$ cat config.mk
export PLATFORM = sky130hd
export DESIGN_NAME = video_dac_input_pipeline
export DESIGN_NICKNAME = d
export VERILOG_FILES = /design/src/video_dac_pkg.sv /design/src/pixel_skid_buffer.sv /design/src/video_dac_input_pipeline.sv
export SDC_FILE = /design/constraint.sdc
export NUM_CORES = 1
export LEC_CHECK = 0
export BUFFER_PORTS_ARGS = -buffer_cell sky130_fd_sc_hd__clkbuf_2
export CAP_MARGIN = 15
export CORE_ASPECT_RATIO = 0.7
export CORE_UTILIZATION = 45
export DETAILED_ROUTE_END_ITERATION = 10
export GPL_ROUTABILITY_DRIVEN = 0
export PLACE_DENSITY_LB_ADDON = 0.12
export SLEW_MARGIN = 10
export SYNTH_ARGS = -nofsm -noshare
export SYNTH_HDL_FRONTEND = slang
export SYNTH_SLANG_ARGS = --single-unit
$ cat constraint.sdc
create_clock -name clk_i -period 1.8 [get_ports clk_i]
set_clock_uncertainty 0.1 [all_clocks]
set_input_delay 0.36 -clock clk_i [delete_from_list [all_inputs] [get_ports clk_i]]
set_output_delay 0.36 -clock clk_i [all_outputs]
set_load 0.01 [all_outputs]
$ cat src/video_dac_pkg.sv
`default_nettype none
package video_dac_pkg;

	// ==========================================
	// widths and codes
	localparam int PIXEL_W = 8;
	localparam logic [7:0] CODE_FULL_SCALE = 8'hff;
	localparam logic [7:0] CODE_ZERO = 8'h00;

	// ==========================================
	// timing
	localparam int CLK_RATE_MHZ = 20;
	localparam int MAX_PIXEL_RATE_MHZ = 75;

	// ==========================================
	// pedestal (black-to-blank offset) encodings
	typedef enum logic [2:0] {
		PED_10_IRE = 3'b001,
		PED_7_IRE = 3'b010,
		PED_0_IRE = 3'b100
	} pedestal_t;

	// ==========================================
	// captured pixel and control set (controls active low)
	typedef struct packed {
		logic [7:0] pixel_code;
		logic blanking_force_n;
		logic composite_timing_pulse_n;
		logic force_full_scale_n;
		logic extra_bright_n;
	} pixel_set_t;

	// converter drive word
	typedef struct packed {
		logic [7:0] dac_code;
		logic data_en;
		logic pedestal_10_en;
		logic pedestal_7_en;
		logic timing_pulse_en;
		logic overbright_en;
	} dac_drive_t;

endpackage
`default_nettype wire

$ cat src/pixel_skid_buffer.sv
`timescale 1ns/1ps
`default_nettype none
module pixel_skid_buffer
	import video_dac_pkg::*;
(
	// clock and reset
	input wire logic clk_i,
	input wire logic sys_rst_i,
	// fill side
	input wire logic in_valid_i,
	output logic in_ready_o,
	input var pixel_set_t in_data_i,
	// drain side
	output logic out_valid_o,
	input wire logic out_ready_i,
	output pixel_set_t out_data_o
);

	typedef struct packed {
		pixel_set_t [1:0] mem;
		logic [1:0] count;
		logic rd;
		logic wr;
	} buf_state_t;

	buf_state_t st_reg;
	buf_state_t st_next;
	logic push;
	logic pop;

	// ==========================================
	// two-entry fifo
	always_comb begin
		st_next = st_reg;
		push = in_valid_i && (st_reg.count != 2'd2);
		pop = out_ready_i && (st_reg.count != 2'd0);
		if (push) begin
			st_next.mem[st_reg.wr] = in_data_i;
			st_next.wr = ~st_reg.wr;
		end
		if (pop) begin
			st_next.rd = ~st_reg.rd;
		end
		st_next.count = st_reg.count + {1'b0, push} - {1'b0, pop};
	end

	always_ff @(posedge clk_i) begin
		if (sys_rst_i) begin
			st_reg <= '0;
		end else begin
			st_reg <= st_next;
		end
	end

	assign in_ready_o = (st_reg.count != 2'd2);
	assign out_valid_o = (st_reg.count != 2'd0);
	assign out_data_o = st_reg.mem[st_reg.rd];

endmodule
`default_nettype wire

$ cat src/video_dac_input_pipeline.sv
`timescale 1ns/1ps
`default_nettype none
module video_dac_input_pipeline
	import video_dac_pkg::*;
(
	// clock and reset
	input wire logic clk_i,
	input wire logic sys_rst_i,
	// pixel and video controls from the controller
	input wire logic [7:0] pixel_code_i,
	input wire logic blanking_force_n_i,
	input wire logic composite_timing_pulse_n_i,
	input wire logic force_full_scale_n_i,
	input wire logic extra_bright_n_i,
	input wire logic pixel_valid_i,
	output logic pixel_ready_o,
	// static pedestal configuration
	input wire logic [2:0] pedestal_select_i,
	// converter drive
	input wire logic dac_ready_i,
	output logic dac_valid_o,
	output logic [7:0] dac_code_o,
	output logic data_en_o,
	output logic pedestal_10_en_o,
	output logic pedestal_7_en_o,
	output logic timing_pulse_en_o,
	output logic overbright_en_o
);

	// ==========================================
	// state
	typedef struct packed {
		pixel_set_t [1:0] in_sync;
		logic [1:0] vld_sync;
		logic [1:0][2:0] ped_sync;
		pixel_set_t cap;
		logic cap_valid;
		dac_drive_t drive;
		logic drive_valid;
		logic ready;
	} pipe_state_t;

	pipe_state_t st_reg;
	pipe_state_t st_next;
	pixel_set_t in_set;
	pixel_set_t buf_data;
	logic buf_in_ready;
	logic buf_out_valid;
	logic buf_take;
	dac_drive_t drive_c;
	pedestal_t ped;

	always_comb begin
		in_set.pixel_code = pixel_code_i;
		in_set.blanking_force_n = blanking_force_n_i;
		in_set.composite_timing_pulse_n = composite_timing_pulse_n_i;
		in_set.force_full_scale_n = force_full_scale_n_i;
		in_set.extra_bright_n = extra_bright_n_i;
	end

	// ==========================================
	// two-entry buffer between capture and drive
	pixel_skid_buffer u_buf (
		.clk_i(clk_i),
		.sys_rst_i(sys_rst_i),
		.in_valid_i(st_reg.cap_valid),
		.in_ready_o(buf_in_ready),
		.in_data_i(st_reg.cap),
		.out_valid_o(buf_out_valid),
		.out_ready_i(buf_take),
		.out_data_o(buf_data)
	);

	assign buf_take = dac_ready_i || !st_reg.drive_valid;

	// ==========================================
	// output decode
	always_comb begin
		drive_c = '0;
		ped = pedestal_t'(st_reg.ped_sync[1]);
		drive_c.dac_code = buf_data.pixel_code;
		if (!buf_data.force_full_scale_n) begin
			drive_c.dac_code = CODE_FULL_SCALE;
		end
		drive_c.data_en = 1'b1;
		drive_c.overbright_en = !buf_data.extra_bright_n;
		drive_c.pedestal_10_en = (ped == PED_10_IRE);
		drive_c.pedestal_7_en = (ped == PED_7_IRE);
		if (!buf_data.blanking_force_n) begin
			drive_c.dac_code = CODE_ZERO;
			drive_c.data_en = 1'b0;
			drive_c.overbright_en = 1'b0;
			drive_c.pedestal_10_en = 1'b0;
			drive_c.pedestal_7_en = 1'b0;
		end
		// pulse only removes its own source
		drive_c.timing_pulse_en = buf_data.composite_timing_pulse_n;
	end

	// ==========================================
	// pipeline registers
	always_comb begin
		st_next = st_reg;
		st_next.in_sync[0] = in_set;
		st_next.in_sync[1] = st_reg.in_sync[0];
		st_next.vld_sync[0] = pixel_valid_i;
		st_next.vld_sync[1] = st_reg.vld_sync[0];
		st_next.ped_sync[0] = pedestal_select_i;
		st_next.ped_sync[1] = st_reg.ped_sync[0];
		st_next.ready = buf_in_ready;
		// all fields captured together each edge
		st_next.cap = st_reg.in_sync[1];
		st_next.cap_valid = st_reg.vld_sync[1] && buf_in_ready;
		if (buf_take) begin
			st_next.drive = drive_c;
			st_next.drive_valid = buf_out_valid;
		end
	end

	always_ff @(posedge clk_i) begin
		if (sys_rst_i) begin
			st_reg <= '0;
			st_reg.in_sync[0].blanking_force_n <= 1'b1;
			st_reg.in_sync[1].blanking_force_n <= 1'b1;
		end else begin
			st_reg <= st_next;
		end
	end

	// ==========================================
	// outputs
	assign pixel_ready_o = st_reg.ready;
	assign dac_valid_o = st_reg.drive_valid;
	assign dac_code_o = st_reg.drive.dac_code;
	assign data_en_o = st_reg.drive.data_en;
	assign pedestal_10_en_o = st_reg.drive.pedestal_10_en;
	assign pedestal_7_en_o = st_reg.drive.pedestal_7_en;
	assign timing_pulse_en_o = st_reg.drive.timing_pulse_en;
	assign overbright_en_o = st_reg.drive.overbright_en;

endmodule
`default_nettype wire

==> results of run 1 <==
## final cells by class
cell class,instances,area (sq um)
fill,567,2880
sequential,88,1770
multi-input combinational,163,1080
timing repair buffer,44,260
clock buffer,10,138
tap,91,114
clock inverter,6,76.3
inverter,4,15.0
## metal layers
layer | share of wire, % | routed length [microns] | up-vias | track usage (%)
met5 | 0 | 0 | - | 0
met3 | 5.0 | 234 | 8 | 6.01
met4 | 1.2 | 58 | 0 | 5.88
met2 | 43 | 2020 | 41 | 23.0
met1 | 51 | 2400 | 784 | 19.4
li1 | - | - | 967 | -
## worst max-delay path by stage
| stage | cells after the start | slack (ns) | end | startpoint |
|---|---|---|---|---|
| floorplan | 8 | 0.10 | u_buf.st_reg[3] | dac_valid_o |
| global placement | 9 | 0.05 | u_buf.st_reg[3] | dac_ready_i |
| detailed placement | 9 | -0.02 | u_buf.st_reg[3] | dac_ready_i |
| CTS | 8 | 0.01 | u_buf.st_reg[3] | u_buf.st_reg[3] |
| global route | 8 | 0.01 | u_buf.st_reg[3] | dac_valid_o |
| finish | 8 | 0.14 | u_buf.st_reg[3] | u_buf.st_reg[2] |
## worst max-delay path, delay by kind of cell, from the launching register on
kind,cells,cell delay (ns)
buf+inv,1,0.04
fa+ha+maj,2,0.46
flops,1,0.36
simple gates,4,0.47
xor+xnor,1,0.15
## layout by cell type (no fill, tap or decap), types with 3 or more instances in the layout
master | synthesis | routed
dfxtp_1 | 88 | 85
o2bb2ai_1 | 7 | 7
nor2b_1 | 44 | 43
dfxtp_2 | 0 | 3
clkbuf_2 | 0 | 33
nand2b_1 | 4 | 4
clkinv_4 | 0 | 3
clkbuf_8 | 0 | 10
o22ai_1 | 7 | 7
mux2i_1 | 27 | 27
o21ai_0 | 3 | 3
nand2_1 | 37 | 37
inv_1 | 4 | 4
a21oi_1 | 3 | 3
buf_4 | 9 | 10
nor2_1 | 8 | 7
## metrics by stage
stage / utilization [%] / TNS, ns
6_report: 54.5 / 0
5_1_grt: 54.5 / 0
3_3_place_gp: 50.7 / 0
2_1_floorplan: - / 0
3_5_place_dp: 50.7 / -0.0186
4_1_cts: 54.1 / 0
## where the power goes
group	internal, mW	switching, mW	total [mW]	leakage (nW)
registers	2.05	0.0823	2.13	0.720
logic	0.230	0.201	0.431	0.628
clock network	0.701	0.695	1.40	0.109
## kinds of logic (layout without fill, tap and decap cells)
family,after synthesis,after routing,share of synthesized area [%]
fa+ha+maj,2,2,0.832
mux,28,28,9.36
xor+xnor,1,1,0.291
flops,88,88,58.6
simple gates,107,107,19.1
buf+inv,30,64,5.83
compound gates,25,25,5.99
## repair_timing
action                     CTS  global route
setup buffers                0             1
resized for setup            0             7
hold buffers                 0             0
setup endpoints to repair    0             1
==> results.yml, run 1 <==
outcome:
  status: "finished clean"
clock_network:
  clk_pin_slew_ns: 0.09
  cts_buffers: 9
  cts_sinks: 88
  clockRootBuffer: "clkbuf_8"
  cts-htree-levels: 3
  clk_latency_ns: 0.35
  cts_buffer_depth: 2
  cts_tree: "done"
power_and_ir_drop:
  totalPowerFinal_mw: 3.96
  ir_drop_mv: 0.526
  power.leakage_nw: 1.46
  power.density_mw_per_mm2: 1150
hold_path:
  hp-start: "blanking_force_n_i"
  min_delay_path_depth: 2
  hp-class: "input port to flip-flop"
  min_to: "st_next[51]"
sta:
  whs_ns: 0.0858
  min_period_ns: 1.66
  report.final.slew_viol_count: 0
  finalHoldViolCount: 0
  max-slew-margin-rel_pct: 72.2
  setup_viol: 0
  worstMarginPinSlew_ns: 0.417
  timing.final.ws_setup_ns: 0.139
  fin_crit_sh_pct: 92.3
  rsz0062_at_grt: "no"
  fmax_mhz: 602
drt:
  ant_nets: 0
  drt_drc_violations_left: 0
  vias_per_cell: 4.43
  drt_wl_total_microns: 4710
  drt-initial-drc-count: 76
  vias: 1800
  drt_pass1_iterations: 4
  post_drt_wl_per_cell_microns: 11.6
global_route:
  grt_pass1_wl_microns: 7970
  grt_pass1_vias: 1695
  overflow: 0
  grt.total_usage_pct: 15.2
  antenna_found_initial: 0
  grt_max_degree: 37
cells_and_area:
  areaGrowthSynthToFinish_pct: 14.9
  drive_gt1_share_pct: 22.5
  nets: 331
  diodes: 0
  finish.instance_area_sq_mm: 0.00345
  fin_cells: 406
critical_path:
  cp.arrival_ns: 1.83
  rrSetupSlack_ns: 0.14
  reg2reg_to: "u_buf.st_reg[3]"
  criticalPathCategory: "flip-flop to flip-flop"
  reg2reg_from: "u_buf.st_reg[2]"
  worstSetupStartpointType: "flip-flop"
  required_ns: 1.97
  crit_fanout: 4
  crit_chain: "nor2_4 > nor2_1 > ha_1 > inv_1 > ha_1 > xor2_1 > and2_2 > nor3_1"
  end_kind: "flip-flop"
  cpPeakStageDelay_ns: 0.36
  rr_worst_depth: 8
  critPathSlowestCell: "dfxtp_2"
  critPathMostFrequentCell: "ha_1"
placed_design:
  pre_cts_ws_ns: -0.0186
  hpwl_microns: 3090
  dp_cells: 389
  io_buffers: 33
  place_area_sq_mm: 0.00321
yosys:
  synth_top_cell_area_share_pct: 58.6
  syn_area_sq_mm: 0.00301
  ys_types: 33
  synth-main-ff-cell: "dfxtp_1"
  yosys.area.top_type: "dfxtp_1"
  yosysMostFrequentCell: "dfxtp_1"
  syn_avg_cell_area_sq_um: 10.7
  synth_edf_count: 0
  synth_cells: 281
  synth.top_cells.by_count: "dfxtp_1, nor2b_1, nand2_1"
  syn_nets: 302
  yosysWarnings: 0
  synth_area_leaders: "dfxtp_1, nor2b_1, mux2i_1"
  synthArstFlopShare_pct: 0
  ys_ff_latch: 88
  yosysSeqAreaShare_pct: 58.6
floorplan:
  die_w_microns: 99.7
  placementRows: 24
  initial_utilization_pct: 47.5
  die_h_microns: 70.4
  die_area_sq_mm: 0.00702
  core_area_sq_mm: 0.00634
  num_io_pins: 34
run:
  cap_violations: 0
Note: power is estimated with default switching activity, not from simulation.
==> run 2: changes to the inputs <==
--- a/config.mk
+++ b/config.mk
@@ -5,12 +5,14 @@
 export SDC_FILE = /design/constraint.sdc
 export NUM_CORES = 1
 export LEC_CHECK = 0
+export ABC_AREA = 1
 export BUFFER_PORTS_ARGS = -buffer_cell sky130_fd_sc_hd__clkbuf_2
 export CAP_MARGIN = 15
 export CORE_ASPECT_RATIO = 0.7
 export CORE_UTILIZATION = 45
 export DETAILED_ROUTE_END_ITERATION = 10
 export GPL_ROUTABILITY_DRIVEN = 0
+export GPL_TIMING_DRIVEN = 0
 export PLACE_DENSITY_LB_ADDON = 0.12
 export SLEW_MARGIN = 10
 export SYNTH_ARGS = -nofsm -noshare
==> run 2 against run 1 <==
Compared with the run above:
- non-clock buffer count up 13
- register-to-register slack about the same
- cell count up 42%
- clock power down 10%
- sequential cell count unchanged
- synthesized area up 6.9%
- wire length up 19%
- power up 12%
- design area up 6.8%
- count of clock-buffer cells in the layout unchanged
- first-iteration DRC count up 2.6%
- core utilization down 0.43 points
- critical endpoint unchanged
- largest power group unchanged
==> results.yml, run 2 <==
cells_and_area:
  finish.instance_area_sq_mm: 0.00369
  areaGrowthSynthToFinish_pct: 14.7
  drive_gt1_share_pct: 16.3
  final_common_cell: "nand2_1"
  fill_cells: 678
  diodes: 0
  fin_cells: 578
  layout_common_cells: "nand2_1, nor2_1, dfxtp_1, inv_1, clkbuf_2"
  nets: 500
drt:
  drt_wl_total_microns: 5600
  drt-initial-drc-count: 78
  vias: 2347
  post_drt_wl_per_cell_microns: 9.69
  ant_nets: 0
  vias_per_cell: 4.06
  drt_drc_violations_left: 0
  drt_pass1_iterations: 4
yosys:
  synth_area_leaders: "dfxtp_1, nand2_1, nor2_1"
  yosysSeqAreaShare_pct: 54.8
  yosysWarnings: 0
  synth_top_cell_area_share_pct: 54.8
  synth.top_cells.by_count: "nand2_1, nor2_1, dfxtp_1"
  synth_edf_count: 0
  synth-main-ff-cell: "dfxtp_1"
  syn_nets: 457
  syn_area_sq_mm: 0.00321
  yosysMostFrequentCell: "nand2_1"
  synth_cells: 436
  ys_ff_latch: 88
  synthArstFlopShare_pct: 0
  syn_avg_cell_area_sq_um: 7.37
  ys_types: 20
  yosys.area.top_type: "dfxtp_1"
floorplan:
  die_h_microns: 72.7
  die_w_microns: 103
  initial_utilization_pct: 47.1
  placementRows: 25
  die_area_sq_mm: 0.00749
  core_area_sq_mm: 0.00682
  num_io_pins: 34
power_and_ir_drop:
  ir_drop_mv: 0.487
  totalPowerFinal_mw: 4.45
  power.density_mw_per_mm2: 1210
  power.leakage_nw: 1.95
clock_network:
  clk_pin_slew_ns: 0.09
  cts_setup_buffers: 0
  ctsHoldBuffers: 0
  clk_latency_ns: 0.35
  cts_sinks: 88
  cts_tree: "done"
  cts_buffer_depth: 2
  clockRootBuffer: "clkbuf_8"
  cts-htree-levels: 3
  cts_buffers: 9
sta:
  worstMarginPinSlew_ns: 0.600
  setup_viol: 0
  rsz0062_at_grt: "no"
  max-slew-margin-rel_pct: 60.0
  finalHoldViolCount: 0
  min_period_ns: 1.67
  timing.final.ws_setup_ns: 0.127
  report.final.slew_viol_count: 0
  fmax_mhz: 598
  fin_crit_sh_pct: 92.9
critical_path:
  crit_fanout: 6
  end_kind: "flip-flop"
  cp.arrival_ns: 1.82
  worstSetupStartpointType: "flip-flop"
  required_ns: 1.95
  rr_worst_depth: 10
  criticalPathCategory: "flip-flop to flip-flop"
placed_design:
  io_buffers: 32
  pre_cts_ws_ns: -0.179
  hpwl_microns: 3970
  place_area_sq_mm: 0.00349
  dp_cells: 562
hold_path:
  hp-class: "input port to flip-flop"
  min_delay_path_depth: 3
outcome:
  status: "finished clean"
global_route:
  grt_pass1_wl_microns: 9590
  overflow: 0
  grt_pass1_vias: 2026
  grt.total_usage_pct: 17.6
  grt_max_degree: 17
  antenna_found_initial: 0
run:
  cap_violations: 0
## run 2: repair_timing
item                                    CTS  global route
resized for setup                         1             4
pin swaps                                 0             2
endpoints found under the setup margin    1             1
## run 2: metal layers
metal  routed length (microns)  track usage [%]
met1                      2870             23.8
met2                      2290             25.7
met3                       390             6.90
met4                        48             5.63
met5                         0                0
## run 2: final timing paths
check                           slack (ns)       startpoint               to
worst max register to register        0.13      dac_valid_o  u_buf.st_reg[3]
worst min-delay path                  0.08  pixel_code_i[7]      st_next[59]
worst max-delay path                  0.13      dac_valid_o  u_buf.st_reg[3]
worst min register to register        0.30      st_next[55]      st_next[23]
## run 2: cell type report
class,count,area (sq um),area share [%]
Clock inverter,6,48.8,1.32
Tap cell,94,118,3.19
Clock buffer,10,138,3.73
Sequential cell,88,1760,47.8
Timing Repair Buffer,32,160,4.34
Buffer,25,151,4.11
Inverter,76,285,7.74
Multi-Input combinational cell,247,1020,27.7
## run 2: kinds of logic after synthesis
logic type | count (synthesis) | synth area share (%)
flops | 88 | 54.8
xor+xnor | 1 | 0.273
fa+ha+maj | 2 | 0.778
buf+inv | 101 | 13.6
compound gates | 21 | 3.70
simple gates | 223 | 26.9
## run 2: power breakdown
group	switching, mW	total, mW	leakage [nW]	internal [mW]
logic	0.554	0.943	1.13	0.388
registers	0.114	2.25	0.721	2.13
clock network	0.707	1.26	0.0976	0.556
total	1.38	4.45	1.95	3.08
## run 2: per-stage QoR
stage / hold slack, ns / utilization, % / TNS, ns
3_3_place_gp: 0.290 / 51.2 / -0.153
6_report: 0.0797 / 54.1 / 0
3_5_place_dp: 0.293 / 51.2 / -0.220
2_1_floorplan: 0.288 / - / 0
4_1_cts: 0.0601 / 53.9 / 0
5_1_grt: 0.0550 / 54.1 / 0
## run 2: worst max-delay path: stages, from the launching register on
cell	delay, ns
dfxtp_2	0.34
nand2_2	0.10
o21ai_2	0.09
inv_1	0.09
ha_1	0.28
inv_1	0.04
ha_1	0.19
xor2_1	0.18
nand2_1	0.07
nand2_1	0.06
nor2_1	0.04
